[config.mk]
export PLATFORM = sky130hd
export DESIGN_NAME = etc_timer
export DESIGN_NICKNAME = d
export VERILOG_FILES = /design/src/include/etc_pkg.sv /design/src/core/etc_timer.sv /design/src/core/etc_tick_sel.sv /design/src/core/etc_compare.sv
export SDC_FILE = /design/constraint.sdc
export NUM_CORES = 1
export LEC_CHECK = 0
export BUFFER_PORTS_ARGS = -buffer_cell sky130_fd_sc_hd__buf_2
export CAP_MARGIN = 10
export CORE_UTILIZATION = 35
export DETAILED_ROUTE_END_ITERATION = 12
export MAX_ROUTING_LAYER = met4
export SYNTH_ARGS = -nofsm -noshare
export SYNTH_HDL_FRONTEND = slang
export SYNTH_SLANG_ARGS = --single-unit
[constraint.sdc]
create_clock -name clock -period 5.2 [get_ports clock]
set_input_delay 1.56 -clock clock [delete_from_list [all_inputs] [get_ports clock]]
set_output_delay 1.56 -clock clock [all_outputs]
set_load 0.01 [all_outputs]
[src/include/etc_pkg.sv]
// package for the eight bit timer with one compare unit
// assumes a single 25 MHz clock domain and no register bus
`default_nettype none

package etc_pkg;
  // ************************************************
  // widths and fixed values
  // ************************************************
  localparam int unsigned CNT_W = 8; // counter width
  localparam logic [7:0] CNT_BOTTOM = 8'h00; // bottom of the count
  localparam logic [7:0] CNT_MAX = 8'hff; // maximum of the count
  localparam logic [7:0] RST_COUNT = 8'h00; // counter after reset
  localparam logic [7:0] RST_COMPARE = 8'h00; // compare value after reset
  localparam logic [1:0] RST_MODE = 2'h0; // waveform mode after reset
  localparam logic [1:0] RST_ACTION = 2'h0; // output action after reset
  localparam logic [2:0] RST_SOURCE = 3'h0; // tick source after reset

  // ************************************************
  // waveform modes
  // ************************************************
  localparam logic [1:0] WGM_NORMAL = 2'h0; // count up, wrap
  localparam logic [1:0] WGM_PC_PWM = 2'h1; // dual slope pwm
  localparam logic [1:0] WGM_CTC = 2'h2; // clear on match
  localparam logic [1:0] WGM_FAST_PWM = 2'h3; // single slope pwm

  // ************************************************
  // output actions
  // ************************************************
  localparam logic [1:0] COM_NONE = 2'h0; // no change
  localparam logic [1:0] COM_TOGGLE = 2'h1; // toggle on match
  localparam logic [1:0] COM_CLEAR = 2'h2; // clear (non-inverted pwm)
  localparam logic [1:0] COM_SET = 2'h3; // set (inverted pwm)

  // tick source stopped
  localparam logic [2:0] SRC_STOPPED = 3'h0;
endpackage : etc_pkg

`default_nettype wire

[src/core/etc_timer.sv]
// eight bit timer with one compare unit, top level
// assumes all control bits arrive as plain ports synchronous to clock
//
// Behaviour
// - tick from io clock or crystal oscillator
// - each tick clears, counts up or down
// - zero tick source field stops counting
// - cpu counter write beats clear and count
// - top and bottom indications from count
// - mode bits pick sequence and overflow point
// - match sets compare flag on next tick
// - flag requests irq, cleared by ack or one
// - pwm modes buffer compare, update at max
// - cpu reaches buffer or active compare value
// - force strobe acts like match on the output outside pwm modes, no flag, no clear
// - counter write blocks match at next tick, except the mode two clear
// - output state kept across mode changes
// - output action takes effect immediately
// - nonzero action overrides port pin value
// - action zero leaves output state unchanged
// - normal mode counts up and wraps
// - normal overflow flag set when count wraps
// - action sets polarity or set/clear/toggle
// - mode two clears count on match
// - mode three runs zero to max, restarts
// - mode one counts up then down
`default_nettype none

module etc_timer #(
  parameter int unsigned W = 8 // counter width
) (
  // clock and reset
  input wire logic clock,
  input wire logic nrst,
  // tick sources
  input wire logic io_clock_tick,
  input wire logic crystal_pin_a,
  input wire logic crystal_pin_b,
  // configuration
  input wire logic async_clock_select,
  input wire logic [2:0] tick_source_field,
  input wire logic [1:0] waveform_mode_field,
  input wire logic [1:0] output_action_field,
  // counter access
  input wire logic count_wr,
  input wire logic [W-1:0] count_wdata,
  output logic [W-1:0] count_value,
  // compare access
  input wire logic compare_wr,
  input wire logic [W-1:0] compare_wdata,
  output logic [W-1:0] compare_rdata,
  // strobes
  input wire logic force_compare_strobe,
  // flags and interrupts
  input wire logic compare_irq_enable,
  input wire logic overflow_irq_enable,
  input wire logic compare_flag_w1c,
  input wire logic overflow_flag_w1c,
  input wire logic compare_irq_ack,
  input wire logic overflow_irq_ack,
  output logic compare_match_flag,
  output logic overflow_flag,
  output logic compare_irq,
  output logic overflow_irq,
  // status
  output logic count_top,
  output logic count_bottom,
  // port pin
  input wire logic port_value,
  input wire logic port_dir,
  output logic pin_out,
  output logic pin_oe
);
  // ************************************************
  // state
  // ************************************************
  typedef struct packed {
    logic [1:0] sync; // reset release chain
  } etc_rst_s;

  typedef struct packed {
    logic [W-1:0] cnt; // counter
    logic down; // counting down (dual slope)
    logic blk; // match blocked until next tick
    logic ocf; // compare match flag
    logic tov; // overflow flag
    logic oc; // internal compare output state
    logic matched; // match seen, flag due next tick
  } etc_core_s;

  etc_rst_s rs_q, rs_d;
  etc_core_s st_q, st_d;
  logic rst_n; // synchronised reset
  logic tick; // selected timer tick
  logic [W-1:0] cmp; // active compare value
  logic is_pwm; // pwm mode
  logic at_top; // counter equals max
  logic at_bot; // counter equals zero
  logic match; // comparator result
  logic upd; // buffered compare update strobe
  logic pc_dn; // next dual slope step goes down

  // ************************************************
  // reset release
  // ************************************************
  // two flops so no state flop leaves reset on a marginal edge
  always_comb begin
    rs_d.sync = {rs_q.sync[0], 1'b1};
  end

  always_ff @(posedge clock or negedge nrst) begin
    if (!nrst) begin
      rs_q <= '0;
    end else begin
      rs_q <= rs_d;
    end
  end

  assign rst_n = rs_q.sync[1];

  // ************************************************
  // submodules
  // ************************************************
  // second crystal pin is the oscillator return; only pin a is sampled
  etc_tick_sel u_tick (
    .clock(clock),
    .rst_n(rst_n),
    .async_clock_select(async_clock_select),
    .tick_source_field(tick_source_field),
    .io_clock_tick(io_clock_tick),
    .crystal_pin_a(crystal_pin_a),
    .timer_tick(tick)
  );

  etc_compare #(.W(W)) u_cmp (
    .clock(clock),
    .rst_n(rst_n),
    .wr(compare_wr),
    .wdata(compare_wdata),
    .rdata(compare_rdata),
    .buffered(is_pwm),
    .update(upd),
    .compare_value(cmp)
  );

  // ************************************************
  // decode helpers
  // ************************************************
  // applies one output action to the current state
  function automatic logic apply_action(input logic [1:0] act, input logic cur);
    case (act)
      etc_pkg::COM_NONE: apply_action = cur;
      etc_pkg::COM_TOGGLE: apply_action = ~cur;
      etc_pkg::COM_CLEAR: apply_action = 1'b0;
      etc_pkg::COM_SET: apply_action = 1'b1;
      default: apply_action = cur;
    endcase
  endfunction : apply_action

  assign is_pwm = (waveform_mode_field == etc_pkg::WGM_PC_PWM) ||
    (waveform_mode_field == etc_pkg::WGM_FAST_PWM);
  assign at_top = (st_q.cnt == etc_pkg::CNT_MAX);
  assign at_bot = (st_q.cnt == etc_pkg::CNT_BOTTOM);
  assign match = (st_q.cnt == cmp);
  // both pwm modes load on the tick that leaves max: fast pwm then
  // starts its bottom with the new value, phase correct its down slope
  assign upd = tick && (((waveform_mode_field == etc_pkg::WGM_FAST_PWM) && at_top) ||
    ((waveform_mode_field == etc_pkg::WGM_PC_PWM) && at_top));
  // dual slope turns at max and again once it has come down to bottom
  assign pc_dn = at_top || (st_q.down && !at_bot);

  // ************************************************
  // counter, flags and output state
  // ************************************************
  always_comb begin
    st_d = st_q;
    // flags: clears first, so a same cycle set wins
    if (compare_flag_w1c || compare_irq_ack) begin
      st_d.ocf = 1'b0;
    end
    if (overflow_flag_w1c || overflow_irq_ack) begin
      st_d.tov = 1'b0;
    end
    if (tick) begin
      // flag follows the match of the previous tick
      if (st_q.matched) begin
        st_d.ocf = 1'b1;
      end
      st_d.matched = match && !st_q.blk;
      st_d.blk = 1'b0;
      case (waveform_mode_field)
        etc_pkg::WGM_NORMAL: begin
          st_d.cnt = st_q.cnt + 1'b1;
          st_d.down = 1'b0;
          if (at_top) begin
            st_d.tov = 1'b1;
          end
        end
        etc_pkg::WGM_CTC: begin
          // a compare of max clears and overflows on one tick
          st_d.down = 1'b0;
          if (match) begin
            st_d.cnt = etc_pkg::CNT_BOTTOM;
          end else begin
            st_d.cnt = st_q.cnt + 1'b1;
          end
          if (at_top) begin
            st_d.tov = 1'b1;
          end
        end
        etc_pkg::WGM_FAST_PWM: begin
          st_d.down = 1'b0;
          if (at_top) begin
            st_d.cnt = etc_pkg::CNT_BOTTOM;
            st_d.tov = 1'b1;
          end else begin
            st_d.cnt = st_q.cnt + 1'b1;
          end
        end
        etc_pkg::WGM_PC_PWM: begin
          // down stays set on the bottom value so the wrap point is seen
          if (pc_dn) begin
            st_d.cnt = st_q.cnt - 1'b1;
          end else begin
            st_d.cnt = st_q.cnt + 1'b1;
          end
          st_d.down = pc_dn;
          // overflow as the count leaves the bottom it came down to
          if (at_bot && st_q.down) begin
            st_d.tov = 1'b1;
          end
        end
        default: begin
          st_d.cnt = st_q.cnt;
        end
      endcase
      // output state: actions read live, never buffered
      if (match && !st_q.blk) begin
        case (waveform_mode_field)
          etc_pkg::WGM_FAST_PWM: begin
            if (output_action_field[1]) begin
              st_d.oc = output_action_field[0];
            end else begin
              st_d.oc = apply_action(output_action_field, st_q.oc);
            end
          end
          etc_pkg::WGM_PC_PWM: begin
            if (output_action_field[1]) begin
              // judged by the next step, so a match at max acts as downward
              st_d.oc = output_action_field[0] ^ pc_dn;
            end
          end
          default: begin
            st_d.oc = apply_action(output_action_field, st_q.oc);
          end
        endcase
      end else if ((waveform_mode_field == etc_pkg::WGM_FAST_PWM) && at_top &&
                   output_action_field[1]) begin
        st_d.oc = ~output_action_field[0];
      end
    end
    // forced compare in non-pwm modes: output only
    if (force_compare_strobe && !is_pwm) begin
      st_d.oc = apply_action(output_action_field, st_q.oc);
    end
    // cpu write wins over any count or clear
    // the overflow flag of this tick still stands; only the count is lost
    if (count_wr) begin
      st_d.cnt = count_wdata;
      st_d.blk = 1'b1;
    end
  end

  always_ff @(posedge clock or negedge rst_n) begin
    if (!rst_n) begin
      st_q <= '0;
    end else begin
      st_q <= st_d;
    end
  end

  // ************************************************
  // outputs
  // ************************************************
  assign count_value = st_q.cnt;
  assign compare_match_flag = st_q.ocf;
  assign overflow_flag = st_q.tov;
  // enables only gate the requests; the flags stand regardless
  assign compare_irq = st_q.ocf && compare_irq_enable;
  assign overflow_irq = st_q.tov && overflow_irq_enable;
  assign count_top = at_top;
  assign count_bottom = at_bot;
  // pin override keeps the port's own direction
  assign pin_out = (output_action_field != etc_pkg::COM_NONE) ? st_q.oc : port_value;
  assign pin_oe = port_dir;

  logic unused_b;
  assign unused_b = crystal_pin_b;
endmodule : etc_timer

`default_nettype wire

[src/core/etc_tick_sel.sv]
// tick source selection for the timer
// assumes the crystal pin and prescale tick are synchronous to clock
`default_nettype none

module etc_tick_sel (
  // clock and reset
  input wire logic clock,
  input wire logic rst_n,
  // source choice
  input wire logic async_clock_select,
  input wire logic [2:0] tick_source_field,
  // candidate tick sources
  input wire logic io_clock_tick,
  input wire logic crystal_pin_a,
  // selected tick, one cycle pulse
  output logic timer_tick
);
  typedef struct packed {
    logic xtal_q; // last crystal level for edge finding
  } etc_tick_s;

  etc_tick_s st_q, st_d;

  // ************************************************
  // edge of the crystal oscillator, then choose
  // ************************************************
  // crystal is an ordinary synchronous input, so one flop is enough
  always_comb begin
    st_d = st_q;
    st_d.xtal_q = crystal_pin_a;
  end

  always_ff @(posedge clock or negedge rst_n) begin
    if (!rst_n) begin
      st_q <= '0;
    end else begin
      st_q <= st_d;
    end
  end

  // stopped field gates every source
  assign timer_tick = (tick_source_field != etc_pkg::SRC_STOPPED) &&
    (async_clock_select ? (crystal_pin_a && !st_q.xtal_q) : io_clock_tick);
endmodule : etc_tick_sel

`default_nettype wire

[src/core/etc_compare.sv]
// compare register with optional double buffer
// assumes writes and tick strobes come from the counter core
`default_nettype none

module etc_compare #(
  parameter int unsigned W = 8 // compare width
) (
  // clock and reset
  input wire logic clock,
  input wire logic rst_n,
  // cpu side
  input wire logic wr,
  input wire logic [W-1:0] wdata,
  output logic [W-1:0] rdata,
  // control from the counter
  input wire logic buffered,
  input wire logic update,
  // active compare value
  output logic [W-1:0] compare_value
);
  typedef struct packed {
    logic [W-1:0] act; // value the comparator sees
    logic [W-1:0] buf_v; // cpu-side buffer
  } etc_cmp_s;

  etc_cmp_s st_q, st_d;

  // ************************************************
  // buffer and active copy
  // ************************************************
  always_comb begin
    st_d = st_q;
    if (wr) begin
      st_d.buf_v = wdata;
      if (!buffered) begin
        st_d.act = wdata; // direct path when unbuffered
      end
    end
    // a write in the same cycle as a buffered update goes straight to the active copy
    if (buffered && update) begin
      st_d.act = wr ? wdata : st_q.buf_v;
    end
  end

  always_ff @(posedge clock or negedge rst_n) begin
    if (!rst_n) begin
      st_q <= '0;
    end else begin
      st_q <= st_d;
    end
  end

  assign rdata = buffered ? st_q.buf_v : st_q.act;
  assign compare_value = st_q.act;
endmodule : etc_compare

`default_nettype wire

==> flow_summary.toml, run 1 <==
[die]
die_h_microns = 83.5
dieWidth_microns = 83.5
dieArea_sq_um = 6960
start_util_pct = 36.4
rows = 29
core-area_sq_um = 6390
ios = 64

[place]
place_hpwl_microns = 4040
io_buffer_count = 60
placedInstanceArea_sq_um = 2610
dp_cells = 374
place_congestion = 0.888

[sta]
skew_ns = 0.00892
hold_ws_ns = 0.258
worst_pin_slew_ns = 0.685
finalMaxSlewViolations = 0
maxSlewHeadroom_pct = 54.0
setup_viol = 0
tns_ns = 0
fin_crit_ns = 3.93
hold_viol = 0
fmax_mhz = 254
post-route-period-util_pct = 75.6
rsz0062_at_grt = "no"

[global_routing]
antenna_found_initial = 0
grt_pass1_vias = 1980
grtUsageTotal_pct = 17.3
grt_pass1_wl_microns = 9650
grt_overflow = 0
grt_max_degree = 32

[power]
vdd_ir_drop_max_mv = 0.162
powerDensity_nw_per_um2 = 279
power_leakage_nw = 1.21

[cts]
clk_path_buf_depth = 2
h-tree-depth = 2
cts_tree = "done"
root_buffer = "clkbuf_8"
postCtsSetupBuffers = 0
clk_pin_slew_ns = 0.07
insertion_delay_ns = 0.29
ctsResizeCount = 0
clock-sinks = 33
postCtsHoldBufs = 0
cts-buffers-inserted = 5

[detailed_routing]
drt_iter0_drc = 108
vias = 2067
vias_per_cell = 5.41
ant_nets = 0
drc = 0
wl_per_cell_microns = 14.5
first_pass_iters = 4
drt-total-wl_microns = 5530

[cells_and_area]
multi_input_area_sq_um = 1340
drive_gt1_share_pct = 33.1
seqCellArea_sq_um = 826
area_growth_pct = 17.4
final_area_sq_um = 2730
nNetsFinal = 347
n_antenna_cell = 0
layout.cells.non_filler = 382
fill_cells = 669

[synth]
syn_nets = 301
synth-main-ff-cell = "dfrtp_1"
synth.distinct_cells = 55
synth_largest_area_cell = "dfrtp_1"
syn_inst = 258
synthTopCellsByArea = "dfrtp_1, mux2_2, xnor2_1"
synth_edf_count = 0
ys.warnings.count = 0
postSynthAreaPerCell_sq_um = 9.00
synth-seq-cells = 33
mappedNetlistArea_sq_um = 2320
async_flop_share_pct = 100
synth.top_cell.area_share_pct = 35.6
yosysSeqAreaShare_pct = 35.6

[flow_run]
max_cap_violations = 0

[setup_path]
r2r_slack_ns = 2.63
regToRegStartpoint = "count_value[2]$_DFFE_PN0P_"
critPathMaxFanout = 16
ff2ff_path_depth = 6
crit_path_start = "waveform_mode_field[0]"
critPathArrivalTime_ns = 2.37
crit_type = "input pin to output port"
cp.required_ns = 3.64
cp-end-kind = "output port"
regToRegEndpoint = "count_value[2]$_DFFE_PN0P_"
start_kind = "input pin"

[min_path]
worstHoldPathType = "flip-flop to async pin"

[status]
status = "finished clean"
power breakdown:
part           switching, mW  internal (mW)  leakage [nW]  total (mW)
Combinational         0.0882         0.0909         0.752       0.179
Clock                  0.103          0.156        0.0574       0.259
Sequential            0.0415          0.283         0.397       0.324
cell usage in the layout, fill, tap and decap left out, types with 2 or more instances in the layout:
| cell | count |
|---|---|
| nor3_1 | 3 |
| o21ai_0 | 5 |
| a31oi_1 | 4 |
| o221ai_1 | 3 |
| o22ai_1 | 6 |
| mux2_2 | 23 |
| nand2_1 | 28 |
| and3_1 | 2 |
| a21oi_1 | 8 |
| dfrtp_1 | 33 |
| xnor2_1 | 14 |
| mux2i_1 | 4 |
| nor2b_1 | 4 |
| nand3_1 | 10 |
| o211ai_1 | 2 |
| nand4_1 | 6 |
| clkbuf_8 | 6 |
| nand2b_1 | 2 |
| ha_1 | 3 |
| xor2_1 | 2 |
| a22oi_1 | 3 |
| buf_4 | 2 |
| a221o_1 | 2 |
| a21o_1 | 3 |
| inv_1 | 9 |
| buf_2 | 60 |
| and2_1 | 2 |
| nor4_1 | 4 |
| nor2_1 | 25 |
synthesized netlist by cell type, types with 2 or more instances:
library cell,n
inv_1,9
a21oi_1,8
o221ai_1,3
nand4_1,6
nor2_1,25
xor2_1,2
a31oi_1,4
o211ai_1,2
o21ai_0,5
clkbuf_1,8
ha_1,3
a221o_1,2
nand2b_1,2
xnor2_1,14
mux2i_1,4
dfrtp_1,33
nor3_1,3
nand2_1,28
o22ai_1,6
nor4_1,4
mux2_2,23
a21o_1,3
nand3_1,10
and2_1,2
buf_2,3
and3_1,2
o32ai_1,2
buf_4,10
a22oi_1,3
nor2b_1,4
worst max path at each step:
stage,to,slack [ns],depth (start not counted)
floorplan,compare_rdata[0],1.38,2
finish,compare_rdata[6],1.27,3
global placement,compare_rdata[6],1.28,3
global route,compare_rdata[7],1.22,3
CTS,compare_rdata[6],1.27,3
detailed placement,compare_rdata[6],1.27,3
final cells by class:
type	instances	share of cell area, %
clock inverters	2	1.38
repair buffers	62	11.6
inverters	9	1.24
multi-input cells	193	49.0
well taps	77	3.53
clock buffers	6	3.03
flip-flops and latches	33	30.3
cell families (layout without fill, tap and decap cells):
family | after synthesis | in the layout | synth area share [%]
other cells | 1 | 1 | 0.161
buf+inv | 32 | 79 | 7.27
mux | 27 | 27 | 12.9
compound gates | 51 | 51 | 16.5
flops | 33 | 33 | 35.6
simple gates | 95 | 95 | 20.0
xor+xnor | 16 | 16 | 6.03
fa+ha+maj | 3 | 3 | 1.62
critical path, stage by stage:
cell    delay [ns]
buf_2         0.29
mux2_2        0.38
buf_2         0.14
routing by layer:
metal	track usage (%)	routed length, microns	part of all wire (%)
met4	4.31	60	1.1
met1	23.2	2650	48
met3	3.96	333	6.0
met5	-	0	0
met2	26.8	2480	45
metrics by stage:
step / setup slack, ns / power [mW] / util (%)
finish: 1.27 / 0.762 / 42.7
global route: 1.22 / 0.807 / 42.7
CTS: 1.27 / 0.771 / 42.7
detailed placement: 1.27 / 0.509 / 40.8
global placement: 1.28 / 0.505 / 40.8
floorplan: 1.38 / 0.460 / -
state kept, by name (all words and copies together) (netlist names):
register,flops
overflow_flag,1
u_tick.st_q,1
st_q,4
count_value,8
u_cmp.st_q,8
rs_q,2
compare_match_flag,1
u_cmp.compare_value,8
No activity file was read; power rests on OpenSTA's default activity.
==> run 2: changes to the inputs <==
clock period = 3.7 ns   (was 5.2 ns; I/O delays follow)
==> flow_summary.toml, run 2 (same netlist as run 1, synthesis figures left out) <==
[setup_path]
cp.required_ns = 2.59
critPathArrivalTime_ns = 2.07
cpPeakStageDelay_ns = 0.62
crit_type = "flip-flop to output port"
cp-end-kind = "output port"
start_kind = "flip-flop"
crit_chain = "or4_4, nor4_1, buf_2"
cp_slowest_cell = "or4_4"
critPathMaxFanout = 12

[global_routing]
grt_pass1_vias = 2058
grt_max_degree = 32
grt_pass1_wl_microns = 9740
antenna_found_initial = 0
grtUsageTotal_pct = 17.8
grt_overflow = 0

[detailed_routing]
ant_nets = 0
vias_per_cell = 5.35
drc = 0
first_pass_iters = 4
drt-total-wl_microns = 5670
wl_per_cell_microns = 14.8
vias = 2056
drt_iter0_drc = 169

[sta]
skew_ns = 0.00584
tns_ns = 0
setup_viol = 0
hold_viol = 0
hold_ws_ns = 0.263
worst_pin_slew_ns = 0.583
finalMaxSlewViolations = 0
maxSlewHeadroom_pct = 60.9
post-route-period-util_pct = 86.0
fin_crit_ns = 3.18
rsz0062_at_grt = "no"
fmax_mhz = 314

[die]
core-area_sq_um = 6390
rows = 29
start_util_pct = 36.4
die_h_microns = 83.5
ios = 64
dieArea_sq_um = 6960
dieWidth_microns = 83.5

[cells_and_area]
area_growth_pct = 17.7
n_antenna_cell = 0
nNetsFinal = 350
final_common_cell = "buf_2"
drive_gt1_share_pct = 33.6
mostFrequentLayoutCells = "buf_2, dfrtp_1, nand2_1"
final_area_sq_um = 2730

[power]
power_leakage_nw = 1.22
powerDensity_nw_per_um2 = 383
vdd_ir_drop_max_mv = 0.208

[cts]
cts-buffers-inserted = 5
ctsResizeCount = 0
insertion_delay_ns = 0.29
root_buffer = "clkbuf_8"
h-tree-depth = 2
cts_tree = "done"
clk_pin_slew_ns = 0.07
postCtsSetupBuffers = 0
clk_path_buf_depth = 2
postCtsHoldBufs = 0
clock-sinks = 33

[status]
status = "finished clean"

[min_path]
worstHoldPathType = "flip-flop to async pin"

[place]
place_congestion = 0.937
io_buffer_count = 60
place_hpwl_microns = 4150
placedInstanceArea_sq_um = 2630

[flow_run]
max_cap_violations = 0
run 2: cell count changes in the layout (fill, tap and decap cells not counted):
cell / change
clkinv_2: +1
clkinvlp_4: -1
buf_4: +3
clkbuf_8: -1
run 2: final cells by class:
class | count | area (sq um)
Fill cell | 663 | 3650
Multi-Input combinational cell | 193 | 1340
Sequential cell | 33 | 826
Timing Repair Buffer | 65 | 338
Tap cell | 77 | 96.3
Clock buffer | 5 | 68.8
Clock inverter | 2 | 35.0
Inverter | 9 | 33.8
run 2: worst max-delay path: cells and delay by family (launching register included):
kind          cells  cell delay (ns)
buf+inv           1             0.22
flops             1             0.54
simple gates      2             1.02
run 2: power by group:
part | total (mW) | switching (mW) | internal [mW] | leakage [nW]
registers | 0.451 | 0.0532 | 0.397 | 0.397
logic | 0.263 | 0.131 | 0.132 | 0.766
clock network | 0.333 | 0.137 | 0.196 | 0.0540
run 2: final timing paths:
kind / slack (ns) / cells past startpoint / startpoint / endpoint
setup / recovery: 0.52 / 3 / count_value[2]$_DFFE_PN0P_ / count_bottom
hold / removal: 0.26 / 1 / rs_q[1]$_DFF_PN0_ / u_cmp.st_q[1]$_DFFE_PN0P_
setup reg to reg: 1.09 / 6 / count_value[2]$_DFFE_PN0P_ / count_value[2]$_DFFE_PN0P_
hold reg to reg: 0.26 / 1 / rs_q[1]$_DFF_PN0_ / u_cmp.st_q[1]$_DFFE_PN0P_
max in group asynchronous: 3.02 / 1 / nrst / rs_q[1]$_DFF_PN0_
min in group clock: 0.36 / 0 / rs_q[0]$_DFF_PN0_ / rs_q[1]$_DFF_PN0_
run 2: per-layer routing:
metal / global-route usage, % / routed length (microns) / vias up
li1: - / - / 1015
met1: 23.3 / 2640 / 963
met2: 28.0 / 2620 / 70
met3: 3.66 / 342 / 8
met4: 5.24 / 65 / 0
met5: - / 0 / -
run 2: metrics by stage:
step / util [%] / power [mW] / std cells / setup slack [ns]
after floorplan: - / 0.647 / 258 / 0.780
after global placement: 41.2 / 0.716 / 377 / 0.671
after detailed placement: 41.2 / 0.722 / 377 / 0.651
after CTS: 42.8 / 1.06 / 384 / 0.539
after global routing: 42.8 / 1.11 / 384 / 0.434
final: 42.8 / 1.05 / 384 / 0.519
==> run 3: changes to the inputs <==
ABC_AREA = 1   (was not set)
clock period = 3.2 ns   (was 3.7 ns; I/O delays follow)
==> flow_summary.toml, run 3 <==
[cts]
h-tree-depth = 2
ctsResizeCount = 0
cts_tree = "done"
insertion_delay_ns = 0.29
clk_pin_slew_ns = 0.08
postCtsSetupBuffers = 0
clock-sinks = 33
cts-buffers-inserted = 5
root_buffer = "clkbuf_8"
clk_path_buf_depth = 2
postCtsHoldBufs = 0

[detailed_routing]
vias = 2378
wl_per_cell_microns = 12.6
first_pass_iters = 9
drt-total-wl_microns = 6180
drc = 4
vias_per_cell = 4.85
drt_iter0_drc = 143
ant_nets = 0

[synth]
ys.warnings.count = 0
synth-seq-cells = 33
syn_inst = 362
syn_nets = 405
synth-main-ff-cell = "dfrtp_1"
ys_top_cells_by_count = "nand2_1, inv_1, dfrtp_1"
synth.most_common_cell = "nand2_1"
async_flop_share_pct = 100
synth_edf_count = 0
synthTopCellsByArea = "dfrtp_1, nand2_1, inv_1"
synth.distinct_cells = 37
postSynthAreaPerCell_sq_um = 6.65
mappedNetlistArea_sq_um = 2410
synth.top_cell.area_share_pct = 34.3
yosysSeqAreaShare_pct = 34.3
synth_largest_area_cell = "dfrtp_1"

[global_routing]
grt_pass1_wl_microns = 10300
grt_max_degree = 28
grtUsageTotal_pct = 18.7
antenna_found_initial = 0
grt_overflow = 0
grt_pass1_vias = 2174

[sta]
skew_ns = 0.00820
fin_crit_ns = 2.65
tns_ns = 0
fmax_mhz = 377
hold_viol = 0
rsz0062_at_grt = "no"
worst_pin_slew_ns = 0.692
finalMaxSlewViolations = 0
post-route-period-util_pct = 82.9
setup_viol = 0
maxSlewHeadroom_pct = 53.9

[power]
powerDensity_nw_per_um2 = 440
power_leakage_nw = 1.54
vdd_ir_drop_max_mv = 0.284

[cells_and_area]
fin_util_pct = 43.3
multi_input_area_sq_um = 1260
final_common_cell = "nand2_1"
mostFrequentLayoutCells = "nand2_1, buf_2, inv_1"
layout.cells.non_filler = 490
drive_gt1_share_pct = 22.5
nNetsFinal = 455
fill_cells = 688
n_antenna_cell = 0
area_growth_pct = 16.9
seqCellArea_sq_um = 826

[die]
ios = 64
dieArea_sq_um = 7210
start_util_pct = 37.0
dieWidth_microns = 84.9
die_h_microns = 84.9
rows = 29
core-area_sq_um = 6490

[setup_path]
crit_top_cell = "buf_2"
path_buf_inv = 2
cp.required_ns = 2.24
start_kind = "input pin"
cp_slowest_cell = "buf_2"
cp_top_family = "buffers and inverters"
critPathArrivalTime_ns = 1.69
cp-end-kind = "output port"
critPathMaxFanout = 27
crit_chain = "buf_2, nand2_1, o21ai_0, buf_2"
cpPeakStageDelay_ns = 0.37
crit_type = "input pin to output port"

[flow_run]
max_cap_violations = 0

[status]
violations = "DRC"
status = "finished, violations left"

[place]
io_buffer_count = 60
place_hpwl_microns = 4690
dp_cells = 482
place_congestion = 0.861

[min_path]
worstHoldPathType = "flip-flop to async pin"
-- run 3: worst register-to-register path, stage by stage (launching register included) --
cell,delay (ns)
dfrtp_1,0.44
inv_1,0.23
ha_1,0.20
inv_1,0.04
nor3_1,0.13
nand2_1,0.12
nand2_2,0.10
nand2_4,0.11
nand2_1,0.18
nand3_1,0.09
nand2_1,0.06
nand2_1,0.05
nand2_1,0.07
a21oi_2,0.05
-- run 3: report_power, final --
part           total, mW  switching [mW]  internal, mW
registers          0.501          0.0448         0.456
logic              0.317           0.196         0.121
clock network      0.419           0.185         0.233
-- run 3: cell type report --
| cell class | instances | area share [%] |
|---|---|---|
| clock inverters | 3 | 1.65 |
| inverters | 50 | 6.67 |
| multi-input cells | 258 | 44.7 |
| well taps | 77 | 3.43 |
| repair buffers | 64 | 11.7 |
| clock buffers | 5 | 2.45 |
| flip-flops and latches | 33 | 29.4 |
-- run 3: layer usage --
layer  track usage (%)  up-vias  wire length [microns]
li1                  -     1226                      -
met1              25.0     1064                   2970
met2              29.0       83                   2740
met3              4.28        5                    410
met4              4.16        0                     56
met5                 -        -                      0
-- run 3: cell families after synthesis --
family	Yosys count	share of synthesized area (%)
AND/OR/NAND/NOR	197	35.1
adder cells (fa/ha/maj)	3	1.56
other	1	0.156
AO/OA/AOI/OAI	50	12.9
XOR/XNOR	7	2.55
buffers and inverters	71	13.4
flip-flops	33	34.3
-- run 3: through the flow --
stage          setup WS [ns]  power, mW  instance area [sq um]  hold WS, ns
6_report               0.546       1.24                   2810        0.282
5_1_grt                0.434       1.32                   2810        0.346
4_1_cts                0.543       1.25                   2810        0.318
3_5_place_dp           0.507      0.827                   2700        0.324
3_3_place_gp           0.458      0.821                   2700        0.319
2_1_floorplan          0.633      0.739                   2410        0.331
-- run 3: worst paths after layout --
path / cells after the start / slack (ns) / endpoint / startpoint
worst max-delay path: 4 / 0.55 / compare_rdata[7] / waveform_mode_field[0]
min in group clock: 0 / 0.35 / rs_q[1]$_DFF_PN0_ / rs_q[0]$_DFF_PN0_
max in group asynchronous: 1 / 2.21 / u_cmp.st_q[0]$_DFFE_PN0P_ / rs_q[1]$_DFF_PN0_
worst max register to register: 13 / 1.25 / st_q[1]$_DFFE_PN0P_ / count_value[0]$_DFFE_PN0P_
worst min-delay path: 0 / 0.28 / count_value[3]$_DFFE_PN0P_ / rs_q[1]$_DFF_PN0_
worst min register to register: 0 / 0.28 / count_value[3]$_DFFE_PN0P_ / rs_q[1]$_DFF_PN0_
